`config.mk`:
```
export PLATFORM = sky130hd
export DESIGN_NAME = fbo_host
export DESIGN_NICKNAME = d
export VERILOG_FILES = /design/src/fbo_pkg.sv /design/src/fbo_timer.sv /design/src/fbo_host.sv
export SDC_FILE = /design/constraint.sdc
export NUM_CORES = 1
export LEC_CHECK = 0
export BUFFER_PORTS_ARGS = -buffer_cell sky130_fd_sc_hd__buf_2
export CAP_MARGIN = 10
export CORE_MARGIN = 2
export CORE_UTILIZATION = 30
export CTS_CLUSTER_DIAMETER = 60
export CTS_CLUSTER_SIZE = 8
export DETAILED_ROUTE_END_ITERATION = 10
export PLACE_DENSITY = 0.62
export SYNTH_ARGS = -nofsm -noshare
export SYNTH_HDL_FRONTEND = slang
export SYNTH_HIERARCHICAL = 1
export SYNTH_SLANG_ARGS = --single-unit
```
`constraint.sdc`:
```
create_clock -name core_clk -period 7.5 [get_ports core_clk]
set_input_delay 1.5 -clock core_clk [delete_from_list [all_inputs] [get_ports core_clk]]
set_output_delay 1.5 -clock core_clk [all_outputs]
set_load 0.01 [all_outputs]
```
`src/fbo_pkg.sv`:
```
package fbo_pkg;
  localparam int CLK_HZ = 25000000;
  // access time allowed for a read, ns, as set for the slowest grade
  localparam int READ_ACCESS_NS = 150;
  localparam int READ_ACCESS_CYC =
    ((READ_ACCESS_NS * (CLK_HZ / 1000000)) + 999) / 1000;
  // write strobe low time, ns
  localparam int WRITE_PULSE_NS = 80;
  localparam int WRITE_PULSE_CYC =
    ((WRITE_PULSE_NS * (CLK_HZ / 1000000)) + 999) / 1000;
  // hardware reset pulse, ns
  localparam int RESET_PULSE_NS = 500;
  localparam int RESET_PULSE_CYC =
    ((RESET_PULSE_NS * (CLK_HZ / 1000000)) + 999) / 1000;
  // recovery after reset release before first access, ns
  localparam int RESET_RECOVER_NS = 50;
  localparam int RESET_RECOVER_CYC =
    ((RESET_RECOVER_NS * (CLK_HZ / 1000000)) + 999) / 1000;
  // gap between strobes, ns
  localparam int GAP_NS = 40;
  localparam int GAP_CYC = ((GAP_NS * (CLK_HZ / 1000000)) + 999) / 1000;
  localparam int CNT_W = 8;
  localparam int ADDR_W = 18;
  localparam int DATA_W = 16;
  localparam int LOW_W = 8;
  localparam int TOP_BIT = 15;
  localparam logic [1:0] OP_READ = 2'h0;
  localparam logic [1:0] OP_WRITE = 2'h1;
  localparam logic [1:0] OP_RESET = 2'h2;
endpackage

```
`src/fbo_timer.sv`:
```
`timescale 1ns/10ps
module fbo_timer
  import fbo_pkg::*;
(
  // clock and reset
  input wire logic core_clk,
  input wire logic rst,
  // control
  input wire logic load,
  input wire logic [CNT_W-1:0] count,
  output logic expired
);
  logic [CNT_W-1:0] remain;

  always_ff @(posedge core_clk or posedge rst) begin
    if (rst) begin
      remain <= 8'h00;
    end else if (load) begin
      remain <= count;
    end else if (remain != 8'h00) begin
      remain <= remain - 8'h01;
    end
  end

  // plain count state; the host feeds expired back into load, so no path from load here
  assign expired = (remain == 8'h00);
endmodule

```
`src/fbo_host.sv`:
```
`timescale 1ns/10ps
// How it works
// - in byte mode the top lane carries the low byte address bit.
// - read drives chip select and output enable low, write strobe high.
// - write drives write strobe and chip select low, output enable high.
// - identification reads use the ordinary read cycle.
module fbo_host
  import fbo_pkg::*;
(
  // clock and reset
  input wire logic core_clk,
  input wire logic rst,
  // request side
  input wire logic req_valid,
  input wire logic [1:0] req_op,
  input wire logic req_word_mode,
  input wire logic [ADDR_W-1:0] req_addr,
  input wire logic req_byte_lsb,
  input wire logic [DATA_W-1:0] req_wdata,
  output logic req_ready,
  output logic rsp_valid,
  output logic [DATA_W-1:0] rsp_rdata,
  // flash pins
  output logic chip_sel_n,
  output logic out_en_n,
  output logic write_n,
  output logic reset_n,
  output logic width_sel,
  output logic [ADDR_W-1:0] word_address_bus,
  input wire logic [DATA_W-1:0] data_in,
  output logic [DATA_W-1:0] data_out,
  output logic [DATA_W-1:0] data_oe_n,
  input wire logic operation_done_n,
  output logic busy
);
  typedef enum logic [2:0] {
    FBO_IDLE = 3'b000,
    FBO_READ = 3'b001,
    FBO_WRITE = 3'b010,
    FBO_RESET = 3'b011,
    FBO_RECOVER = 3'b100,
    FBO_GAP = 3'b101
  } fbo_state_type;

  fbo_state_type state;
  logic tmr_load;
  logic [CNT_W-1:0] tmr_count;
  logic tmr_expired;
  logic word_mode;

  // lane enable pattern (active low) for a write in the given width
  function automatic logic [DATA_W-1:0] lane_oe_n(input logic wmode);
    lane_oe_n = wmode ? 16'h0000 : 16'h7F00;
  endfunction

  fbo_timer u_timer (
    .core_clk(core_clk),
    .rst(rst),
    .load(tmr_load),
    .count(tmr_count),
    .expired(tmr_expired)
  );

  always_comb begin
    tmr_load = 1'b0;
    tmr_count = 8'h00;
    case (state)
      FBO_IDLE: begin
        if (req_valid) begin
          tmr_load = 1'b1;
          case (req_op)
            OP_READ: tmr_count = CNT_W'(READ_ACCESS_CYC);
            OP_WRITE: tmr_count = CNT_W'(WRITE_PULSE_CYC);
            OP_RESET: tmr_count = CNT_W'(RESET_PULSE_CYC);
            default: tmr_count = 8'h00;
          endcase
        end
      end
      FBO_READ, FBO_WRITE: begin
        if (tmr_expired) begin
          tmr_load = 1'b1;
          tmr_count = CNT_W'(GAP_CYC);
        end
      end
      FBO_RESET: begin
        if (tmr_expired) begin
          tmr_load = 1'b1;
          tmr_count = CNT_W'(RESET_RECOVER_CYC);
        end
      end
      default: begin
        tmr_load = 1'b0;
      end
    endcase
  end

  // sequencer
  always_ff @(posedge core_clk or posedge rst) begin
    if (rst) begin
      state <= FBO_IDLE;
    end else begin
      case (state)
        FBO_IDLE: begin
          if (req_valid) begin
            case (req_op)
              OP_READ: state <= FBO_READ;
              OP_WRITE: state <= FBO_WRITE;
              OP_RESET: state <= FBO_RESET;
              default: state <= FBO_IDLE;
            endcase
          end
        end
        FBO_READ, FBO_WRITE: begin
          if (tmr_expired) begin
            state <= FBO_GAP;
          end
        end
        FBO_RESET: begin
          if (tmr_expired) begin
            state <= FBO_RECOVER;
          end
        end
        FBO_RECOVER, FBO_GAP: begin
          if (tmr_expired) begin
            state <= FBO_IDLE;
          end
        end
        default: begin
          state <= FBO_IDLE;
        end
      endcase
    end
  end

  // strobes
  always_ff @(posedge core_clk or posedge rst) begin
    if (rst) begin
      chip_sel_n <= 1'b1;
      out_en_n <= 1'b1;
      write_n <= 1'b1;
      reset_n <= 1'b1;
    end else begin
      chip_sel_n <= 1'b1;
      out_en_n <= 1'b1;
      write_n <= 1'b1;
      reset_n <= 1'b1;
      if (state == FBO_IDLE && req_valid && req_op == OP_READ) begin
        chip_sel_n <= 1'b0;
        out_en_n <= 1'b0;
      end else if (state == FBO_READ && !tmr_expired) begin
        chip_sel_n <= 1'b0;
        out_en_n <= 1'b0;
      end else if (state == FBO_IDLE && req_valid && req_op == OP_WRITE) begin
        chip_sel_n <= 1'b0;
        write_n <= 1'b0;
      end else if (state == FBO_WRITE && !tmr_expired) begin
        chip_sel_n <= 1'b0;
        write_n <= 1'b0;
      end else if (state == FBO_IDLE && req_valid && req_op == OP_RESET) begin
        reset_n <= 1'b0;
      end else if (state == FBO_RESET && !tmr_expired) begin
        reset_n <= 1'b0;
      end
    end
  end

  // address, width and data lanes, captured at request take
  always_ff @(posedge core_clk or posedge rst) begin
    if (rst) begin
      word_mode <= 1'b1;
      width_sel <= 1'b1;
      word_address_bus <= 18'h00000;
      data_out <= 16'h0000;
      data_oe_n <= 16'hFFFF;
    end else if (state == FBO_IDLE && req_valid) begin
      word_mode <= req_word_mode;
      width_sel <= req_word_mode;
      word_address_bus <= req_addr;
      data_out <= req_wdata;
      if (!req_word_mode) begin
        data_out[TOP_BIT] <= req_byte_lsb;
      end
      if (req_op == OP_WRITE) begin
        data_oe_n <= lane_oe_n(req_word_mode);
      end else if (req_op == OP_READ && !req_word_mode) begin
        data_oe_n <= 16'h7FFF;
      end else begin
        data_oe_n <= 16'hFFFF;
      end
    end else if (state == FBO_GAP || state == FBO_RECOVER) begin
      data_oe_n <= 16'hFFFF;
    end
  end

  // response and handshake
  always_ff @(posedge core_clk or posedge rst) begin
    if (rst) begin
      rsp_valid <= 1'b0;
      rsp_rdata <= 16'h0000;
      req_ready <= 1'b0;
      busy <= 1'b0;
    end else begin
      rsp_valid <= 1'b0;
      req_ready <= (state == FBO_IDLE) && !req_valid;
      busy <= !operation_done_n;
      if (state == FBO_READ && tmr_expired && !out_en_n) begin
        rsp_valid <= 1'b1;
        rsp_rdata <= word_mode ? data_in : {8'h00, data_in[LOW_W-1:0]};
      end
    end
  end
endmodule

```
==> impl_metrics.env, run 1 <==
export IMPL_layout_area_overhead_vs_synth_pct=26.4
export IMPL_timing_hold_violations_final=0
export IMPL_avgViaCountPerCell=4.51
export IMPL_final_layout_size_suffix_gt1_frac=0.513
export IMPL_grt_max_degree=65
export IMPL_grt_usage=0.129
export IMPL_die_width_um=109
export IMPL_gpl_final_weighted_congestion=0.745
export IMPL_placement_rows=38
export IMPL_path_class="reg2reg"
export IMPL_outcome="finished clean"
export IMPL_grt_setup_unrepaired="false"
export IMPL_dp_cells=522
export IMPL_synth_seq_cells=72
export IMPL_postSynth_topFlopCell="dfrtp_1"
export IMPL_area_of_the_die_mm2=0.0119
export IMPL_slew_headroom=0.238
export IMPL_worst_setup_hold_path_clk_slew_ps=80
export IMPL_timing_final_setup_violations=0
export IMPL_timing_critical_path_required_ps=7730
export IMPL_ctsHoldBuffers=0
export IMPL_cts_post_setup_buffers_inserted=0
export IMPL_peak_fanout_along_the_critical_path=17
export IMPL_netlist_instances=276
export IMPL_placeableCoreArea_mm2=0.0108
export IMPL_cts_tree="built"
export IMPL_cts_buffers_inserted=9
export IMPL_timing_critical_path_arrival_ps=3770
export IMPL_startpoint_type="flip-flop"
export IMPL_grt_remaining_overflow=0
export IMPL_initial_core_util=0.306
export IMPL_ioPinCount=132
export IMPL_grt_antenna_before_repair=0
export IMPL_grt_pass1_wl_mm=11.6
export IMPL_mappedNetlistArea_mm2=0.00332
export IMPL_cts_root_buf="clkbuf_8"
export IMPL_syn_area_per_cell_um2=12.0
export IMPL_yosys_warn_count=6
export IMPL_fin_worst_skew_ps=9.66
export IMPL_hold_slack_ps=504
export IMPL_tightest_slew_ps=1140
export IMPL_avgRoutedWirePerCell_um=13.2
export IMPL_irDropWorstVdd_uv=146
export IMPL_timing_final_max_slew_violations=0
export IMPL_ys_seq_area_frac=0.545
export IMPL_antennaDiodeCount=0
export IMPL_netlist_cell_type_count=51
export IMPL_finalCriticalPeriod_ps=3540
export IMPL_ant_nets=0
export IMPL_routed_wirelength_mm=7.12
export IMPL_placement_io_buffers=131
export IMPL_powerDensity_mw_per_mm2=388
export IMPL_clk_latency_ps=350
export IMPL_place_hpwl_mm=4.99
export IMPL_vias=2428
export IMPL_setup_tns_ps=0
export IMPL_max_clock_freq_ghz=0.283
export IMPL_floorplan_die_height_um=109
export IMPL_first_global_vias=2459
export IMPL_final_instance_count_excl_fill=538
export IMPL_drt_pre_antenna_iters=4
export IMPL_utilization=0.387
export IMPL_final_nets=456
export IMPL_clock_sinks=72
export IMPL_final_period_utilization=0.472
export IMPL_drc=0
export IMPL_max_cap_viol_count=0
export IMPL_cts_htree_levels=3
export IMPL_leakage_uw=0.00206
export IMPL_worstHoldPathType="reg2reg"
export IMPL_cts_repair_resized=0
export IMPL_number_of_enable_flip_flop_cells_after_synthesis=0
export IMPL_final_setup_worst_slack_ps=3960
export IMPL_async_flop_share=1.00
export IMPL_crit_path_end_kind="flip-flop"
export IMPL_ctsLongestPathBuffers=2
export IMPL_dp_slack_ps=3990
export IMPL_drt_initial_drc_count=66
-- stage by stage --
| step | total power, µW | cell area, µm² |
|---|---|---|
| 5_1_grt | 1750 | 4200 |
| 2_1_floorplan | 1110 | 3330 |
| 3_5_place_dp | 1320 | 3990 |
| 6_report | 1630 | 4200 |
| 4_1_cts | 1660 | 4200 |
| 3_3_place_gp | 1300 | 3990 |
-- registers in the layout, indices dropped and copies added, names as in the netlist --
register,cells
req_ready,1
reset_n,1
state,3
rsp_valid,1
rsp_rdata,16
word_mode,1
write_n,1
chip_sel_n,1
busy,1
data_oe_n,3
u_timer/remain,8
data_out,16
word_address_bus,18
out_en_n,1
-- placed cells by master, fill, tap and decap left out, drive strengths merged, types with 8 or more instances in the layout --
master	count
dfstp	8
a21oi	9
dfrtp	64
nor2	10
nand2	15
mux2i	9
buf	133
clkbuf	12
mux2	42
inv	21
-- path summary, 6_finish.rpt --
kind	slack, ps	cells after the start	endpoint	from
max	3960	8	u_timer/remain[7]	u_timer/remain[0]
min	500	1	data_out[12]	data_out[12]
max reg2reg	3960	8	u_timer/remain[7]	u_timer/remain[0]
min reg2reg	500	1	data_out[12]	data_out[12]
max in group asynchronous	5580	3	word_address_bus[4]	rst
min in group asynchronous	1120	2	u_timer/remain[1]	rst
-- cells by family after synthesis --
kind of cell               share of synthesized area
DFF                                            0.545
and+or+nand+nor                                0.100
muxes                                          0.171
buffers and inverters                         0.0821
AOI/OAI and AO/OA                             0.0765
adders and majority gates                     0.0188
xor gates and xnor gates                     0.00527
other                                        0.00113
-- final cells by class --
class | count | area, µm²
multi-input combinational | 156 | 1260
timing repair buffer | 133 | 671
inverter | 21 | 78.8
sequential | 72 | 1810
clock buffer | 12 | 135
tap | 140 | 175
fill | 1100 | 6640
clock inverter | 4 | 70.1
-- report_power, final --
group | leakage (µW) | internal [µW] | switching, µW
logic | 0.00108 | 312 | 297
clock network | 0.000104 | 187 | 140
registers | 0.000872 | 565 | 127
total | 0.00206 | 1060 | 564
-- metal layers --
layer / track usage / vias to the layer above / part of all wire
met4: 0.0859 / 0 / 0.031
met1: 0.145 / 1147 / 0.42
li1: - / 1165 / -
met5: 0 / - / 0
met2: 0.208 / 102 / 0.46
met3: 0.0406 / 14 / 0.081
-- critical path, stage by stage (launching register included) --
cell and delay [ps]:
dfrtp_1 420, inv_1 100, ha_1 230, or4b_1 610
nor2_2 500, o21ai_0 180, a21oi_1 930, nor3_1 110
a221o_1 360
-- synth_stat cells (2+ instances only) --
library cell	number	area (µm²)
nor3_1	6	30.0
nand3b_1	6	45.0
o31ai_1	3	22.5
clkbuf_1	7	26.3
buf_1	2	7.51
a21oi_1	9	45.0
nand3_1	2	10.0
xnor2_1	2	17.5
nor2_1	9	33.8
ha_1	5	62.6
o21ai_0	4	20.0
dfstp_2	8	210
and3_1	2	12.5
mux2i_1	9	90.1
a31oi_1	2	12.5
o32a_1	2	20.0
inv_1	21	78.8
buf_4	13	97.6
nand2_1	15	56.3
o22ai_1	2	12.5
nand2b_1	6	37.5
buf_6	2	22.5
dfrtp_1	64	1600
mux2_2	41	462
buf_2	5	25.0
nor2b_1	2	12.5
a211oi_1	3	22.5
No activity file was read; power rests on OpenSTA's default activity.
==> run 2, diff against run 1 <==
Settings changed: ABC_AREA set to 1, PLACE_DENSITY 0.62 to 0.64.
Clock period 7.5 ns to 2.91 ns, I/O delays scaled along.
==> run 2 against run 1 <==
Power grew to 2.6 times the previous value. First-iteration DRC count rose to 2.5 times the previous value. Highest routed layer unchanged. Non-clock buffer count is 3 higher. Critical endpoint is now rsp_rdata[6]. Largest cell class unchanged. Design area is 0.48% higher. Synthesized cell count rose by 40%.
==> impl_metrics.env, run 2 <==
export IMPL_ant_nets=0
export IMPL_netlist_instances=386
export IMPL_report_power_total_uw=4310
export IMPL_ioPinCount=132
export IMPL_grt_max_degree=37
export IMPL_timing_critical_path_cells="inv_1, ha_1, nand2_4, nor2_8, inv_2, nor3_4, buf_4, nand2_2, nand2_1"
export IMPL_outcome="finished clean"
export IMPL_vias=2774
export IMPL_critical_path_max_stage_delay_ps=510
export IMPL_clock_sinks=72
export IMPL_cts_htree_levels=3
export IMPL_ctsLongestPathBuffers=2
export IMPL_ctsHoldBuffers=0
export IMPL_tightest_slew_ps=792
export IMPL_avgRoutedWirePerCell_um=11.6
export IMPL_max_cap_viol_count=0
export IMPL_cts_tree="built"
export IMPL_drt_initial_drc_count=167
export IMPL_cts_post_setup_buffers_inserted=0
export IMPL_async_flop_share=1.00
export IMPL_grt_antenna_before_repair=0
export IMPL_drc=0
export IMPL_leading_cell_types_by_count_after_synthesis="nand2_1 (183), dfrtp_1 (64), inv_1 (21)"
export IMPL_final_nets=574
export IMPL_syn_area_per_cell_um2=8.56
export IMPL_final_period_utilization=0.729
export IMPL_utilization=0.391
export IMPL_timing_critical_path_required_ps=3190
export IMPL_path_delay_family="simple AND/OR/NAND/NOR gates"
export IMPL_cts_root_buf="clkbuf_8"
export IMPL_finalCriticalPeriod_ps=2120
export IMPL_final_layout_size_suffix_gt1_frac=0.359
export IMPL_floorplan_die_height_um=109
export IMPL_timing_final_max_slew_violations=0
export IMPL_gpl_final_weighted_congestion=0.821
export IMPL_yosysTopAreaCellShare=0.485
export IMPL_layout_area_overhead_vs_synth_pct=27.7
export IMPL_powerDensity_mw_per_mm2=1020
export IMPL_grt_pass1_wl_mm=12.4
export IMPL_netlist_cell_type_count=32
export IMPL_ys_seq_area_frac=0.548
export IMPL_grt_usage=0.136
export IMPL_setup_tns_ps=0
export IMPL_first_global_vias=2571
export IMPL_largest_registers="word_address_bus (18), data_out (16), rsp_rdata (16)"
export IMPL_initial_core_util=0.306
export IMPL_timing_hold_violations_final=0
export IMPL_worst_setup_hold_path_clk_slew_ps=70
export IMPL_layout_common_cells="nand2_1 (183), buf_2 (131), dfrtp_1 (64)"
export IMPL_placement_rows=38
export IMPL_timing_final_setup_violations=0
export IMPL_peak_fanout_along_the_critical_path=11
export IMPL_yosys_warn_count=6
export IMPL_cts_repair_resized=0
export IMPL_clk_latency_ps=340
export IMPL_synth_area_leaders="dfrtp_1 (48%), nand2_1 (21%), dfstp_2 (6.4%)"
export IMPL_number_of_enable_flip_flop_cells_after_synthesis=0
export IMPL_placeableCoreArea_mm2=0.0108
export IMPL_avgViaCountPerCell=4.23
export IMPL_largest_reg_flops=18
export IMPL_path_class="reg2reg"
export IMPL_drt_pre_antenna_iters=4
export IMPL_postSynth_topFlopCell="dfrtp_1"
export IMPL_mappedNetlistArea_mm2=0.00330
export IMPL_die_width_um=109
export IMPL_timing_critical_path_arrival_ps=2400
export IMPL_fin_worst_skew_ps=13.9
export IMPL_irDropWorstVdd_uv=351
export IMPL_grt_setup_unrepaired="false"
export IMPL_leakage_uw=0.00234
export IMPL_antennaDiodeCount=0
export IMPL_final_area_mm2=0.00422
export IMPL_place_hpwl_mm=5.65
export IMPL_cts_buffers_inserted=9
export IMPL_synth_seq_cells=72
export IMPL_synth_most_common_cell="nand2_1"
export IMPL_mostFrequentLayoutCell="nand2_1"
export IMPL_area_of_the_die_mm2=0.0119
export IMPL_top_register="word_address_bus"
export IMPL_routed_wirelength_mm=7.63
export IMPL_critical_path_slowest_cell="nor3_4"
export IMPL_crit_path_end_kind="flip-flop"
export IMPL_critical_path_buf_inv_count=3
export IMPL_worstHoldPathType="in2async"
export IMPL_synth_top_cell_by_area="dfrtp_1"
export IMPL_startpoint_type="flip-flop"
export IMPL_grt_remaining_overflow=0
export IMPL_slew_headroom=0.471
export IMPL_placed_area_mm2=0.00401
export IMPL_n_fill_cell=1134
export IMPL_max_clock_freq_ghz=0.471
export IMPL_placement_io_buffers=131
## run 2: worst paths after layout
kind                                         from                end  slack (ps)  cells after the start
worst max-delay path            u_timer/remain[0]       rsp_rdata[6]         790                      9
worst max register to register  u_timer/remain[0]       rsp_rdata[6]         790                      9
worst min-delay path                          rst  u_timer/remain[3]         210                      2
max in group asynchronous                     rst           out_en_n        1740                      3
min in group core_clk            operation_done_n               busy         360                      2
worst min register to register       rsp_rdata[2]       rsp_rdata[2]         470                      2
## run 2: cell type report
cell class | count | area, µm² | area share
clock buffer | 11 | 131 | 0.0311
clock inverter | 5 | 81.3 | 0.0193
inverter | 26 | 101 | 0.0240
multi-input combinational | 266 | 1220 | 0.290
sequential | 72 | 1810 | 0.429
tap | 140 | 175 | 0.0415
timing repair buffer | 136 | 693 | 0.164
## run 2: kinds of logic (layout without fill, tap and decap cells)
group / count (synthesis) / in the layout / share of synthesized area
AO/OA/AOI/OAI: 17 / 17 / 0.0307
XOR/XNOR: 2 / 2 / 0.00530
buffers and inverters: 51 / 178 / 0.0841
other: 1 / 4 / 0.00114
adder cells (fa/ha/maj): 5 / 5 / 0.0189
flip-flops: 72 / 72 / 0.548
AND/OR/NAND/NOR: 238 / 238 / 0.311
## run 2: per-layer routing
| layer | GRT usage | vias up | wire (µm) |
|---|---|---|---|
| li1 | - | 1415 | - |
| met1 | 0.173 | 1258 | 3360 |
| met2 | 0.217 | 99 | 3680 |
| met3 | 0.0371 | 2 | 540 |
| met4 | 0.0577 | 0 | 55 |
| met5 | 0 | - | 0 |
## run 2: where the power goes
part	internal [µW]	leakage, µW	total (µW)	switching, µW
clock	484	0.000104	849	365
combinational	680	0.00139	1680	1000
sequential	1480	0.000852	1780	308
## run 2: per-stage QoR
stage               setup WS [ps]  instances  hold slack [ps]
floorplan                     743        389              398
global placement              830        640              453
detailed placement            763        640              461
CTS                           758        656              195
global route                  624        656              205
finish                        788        656              208
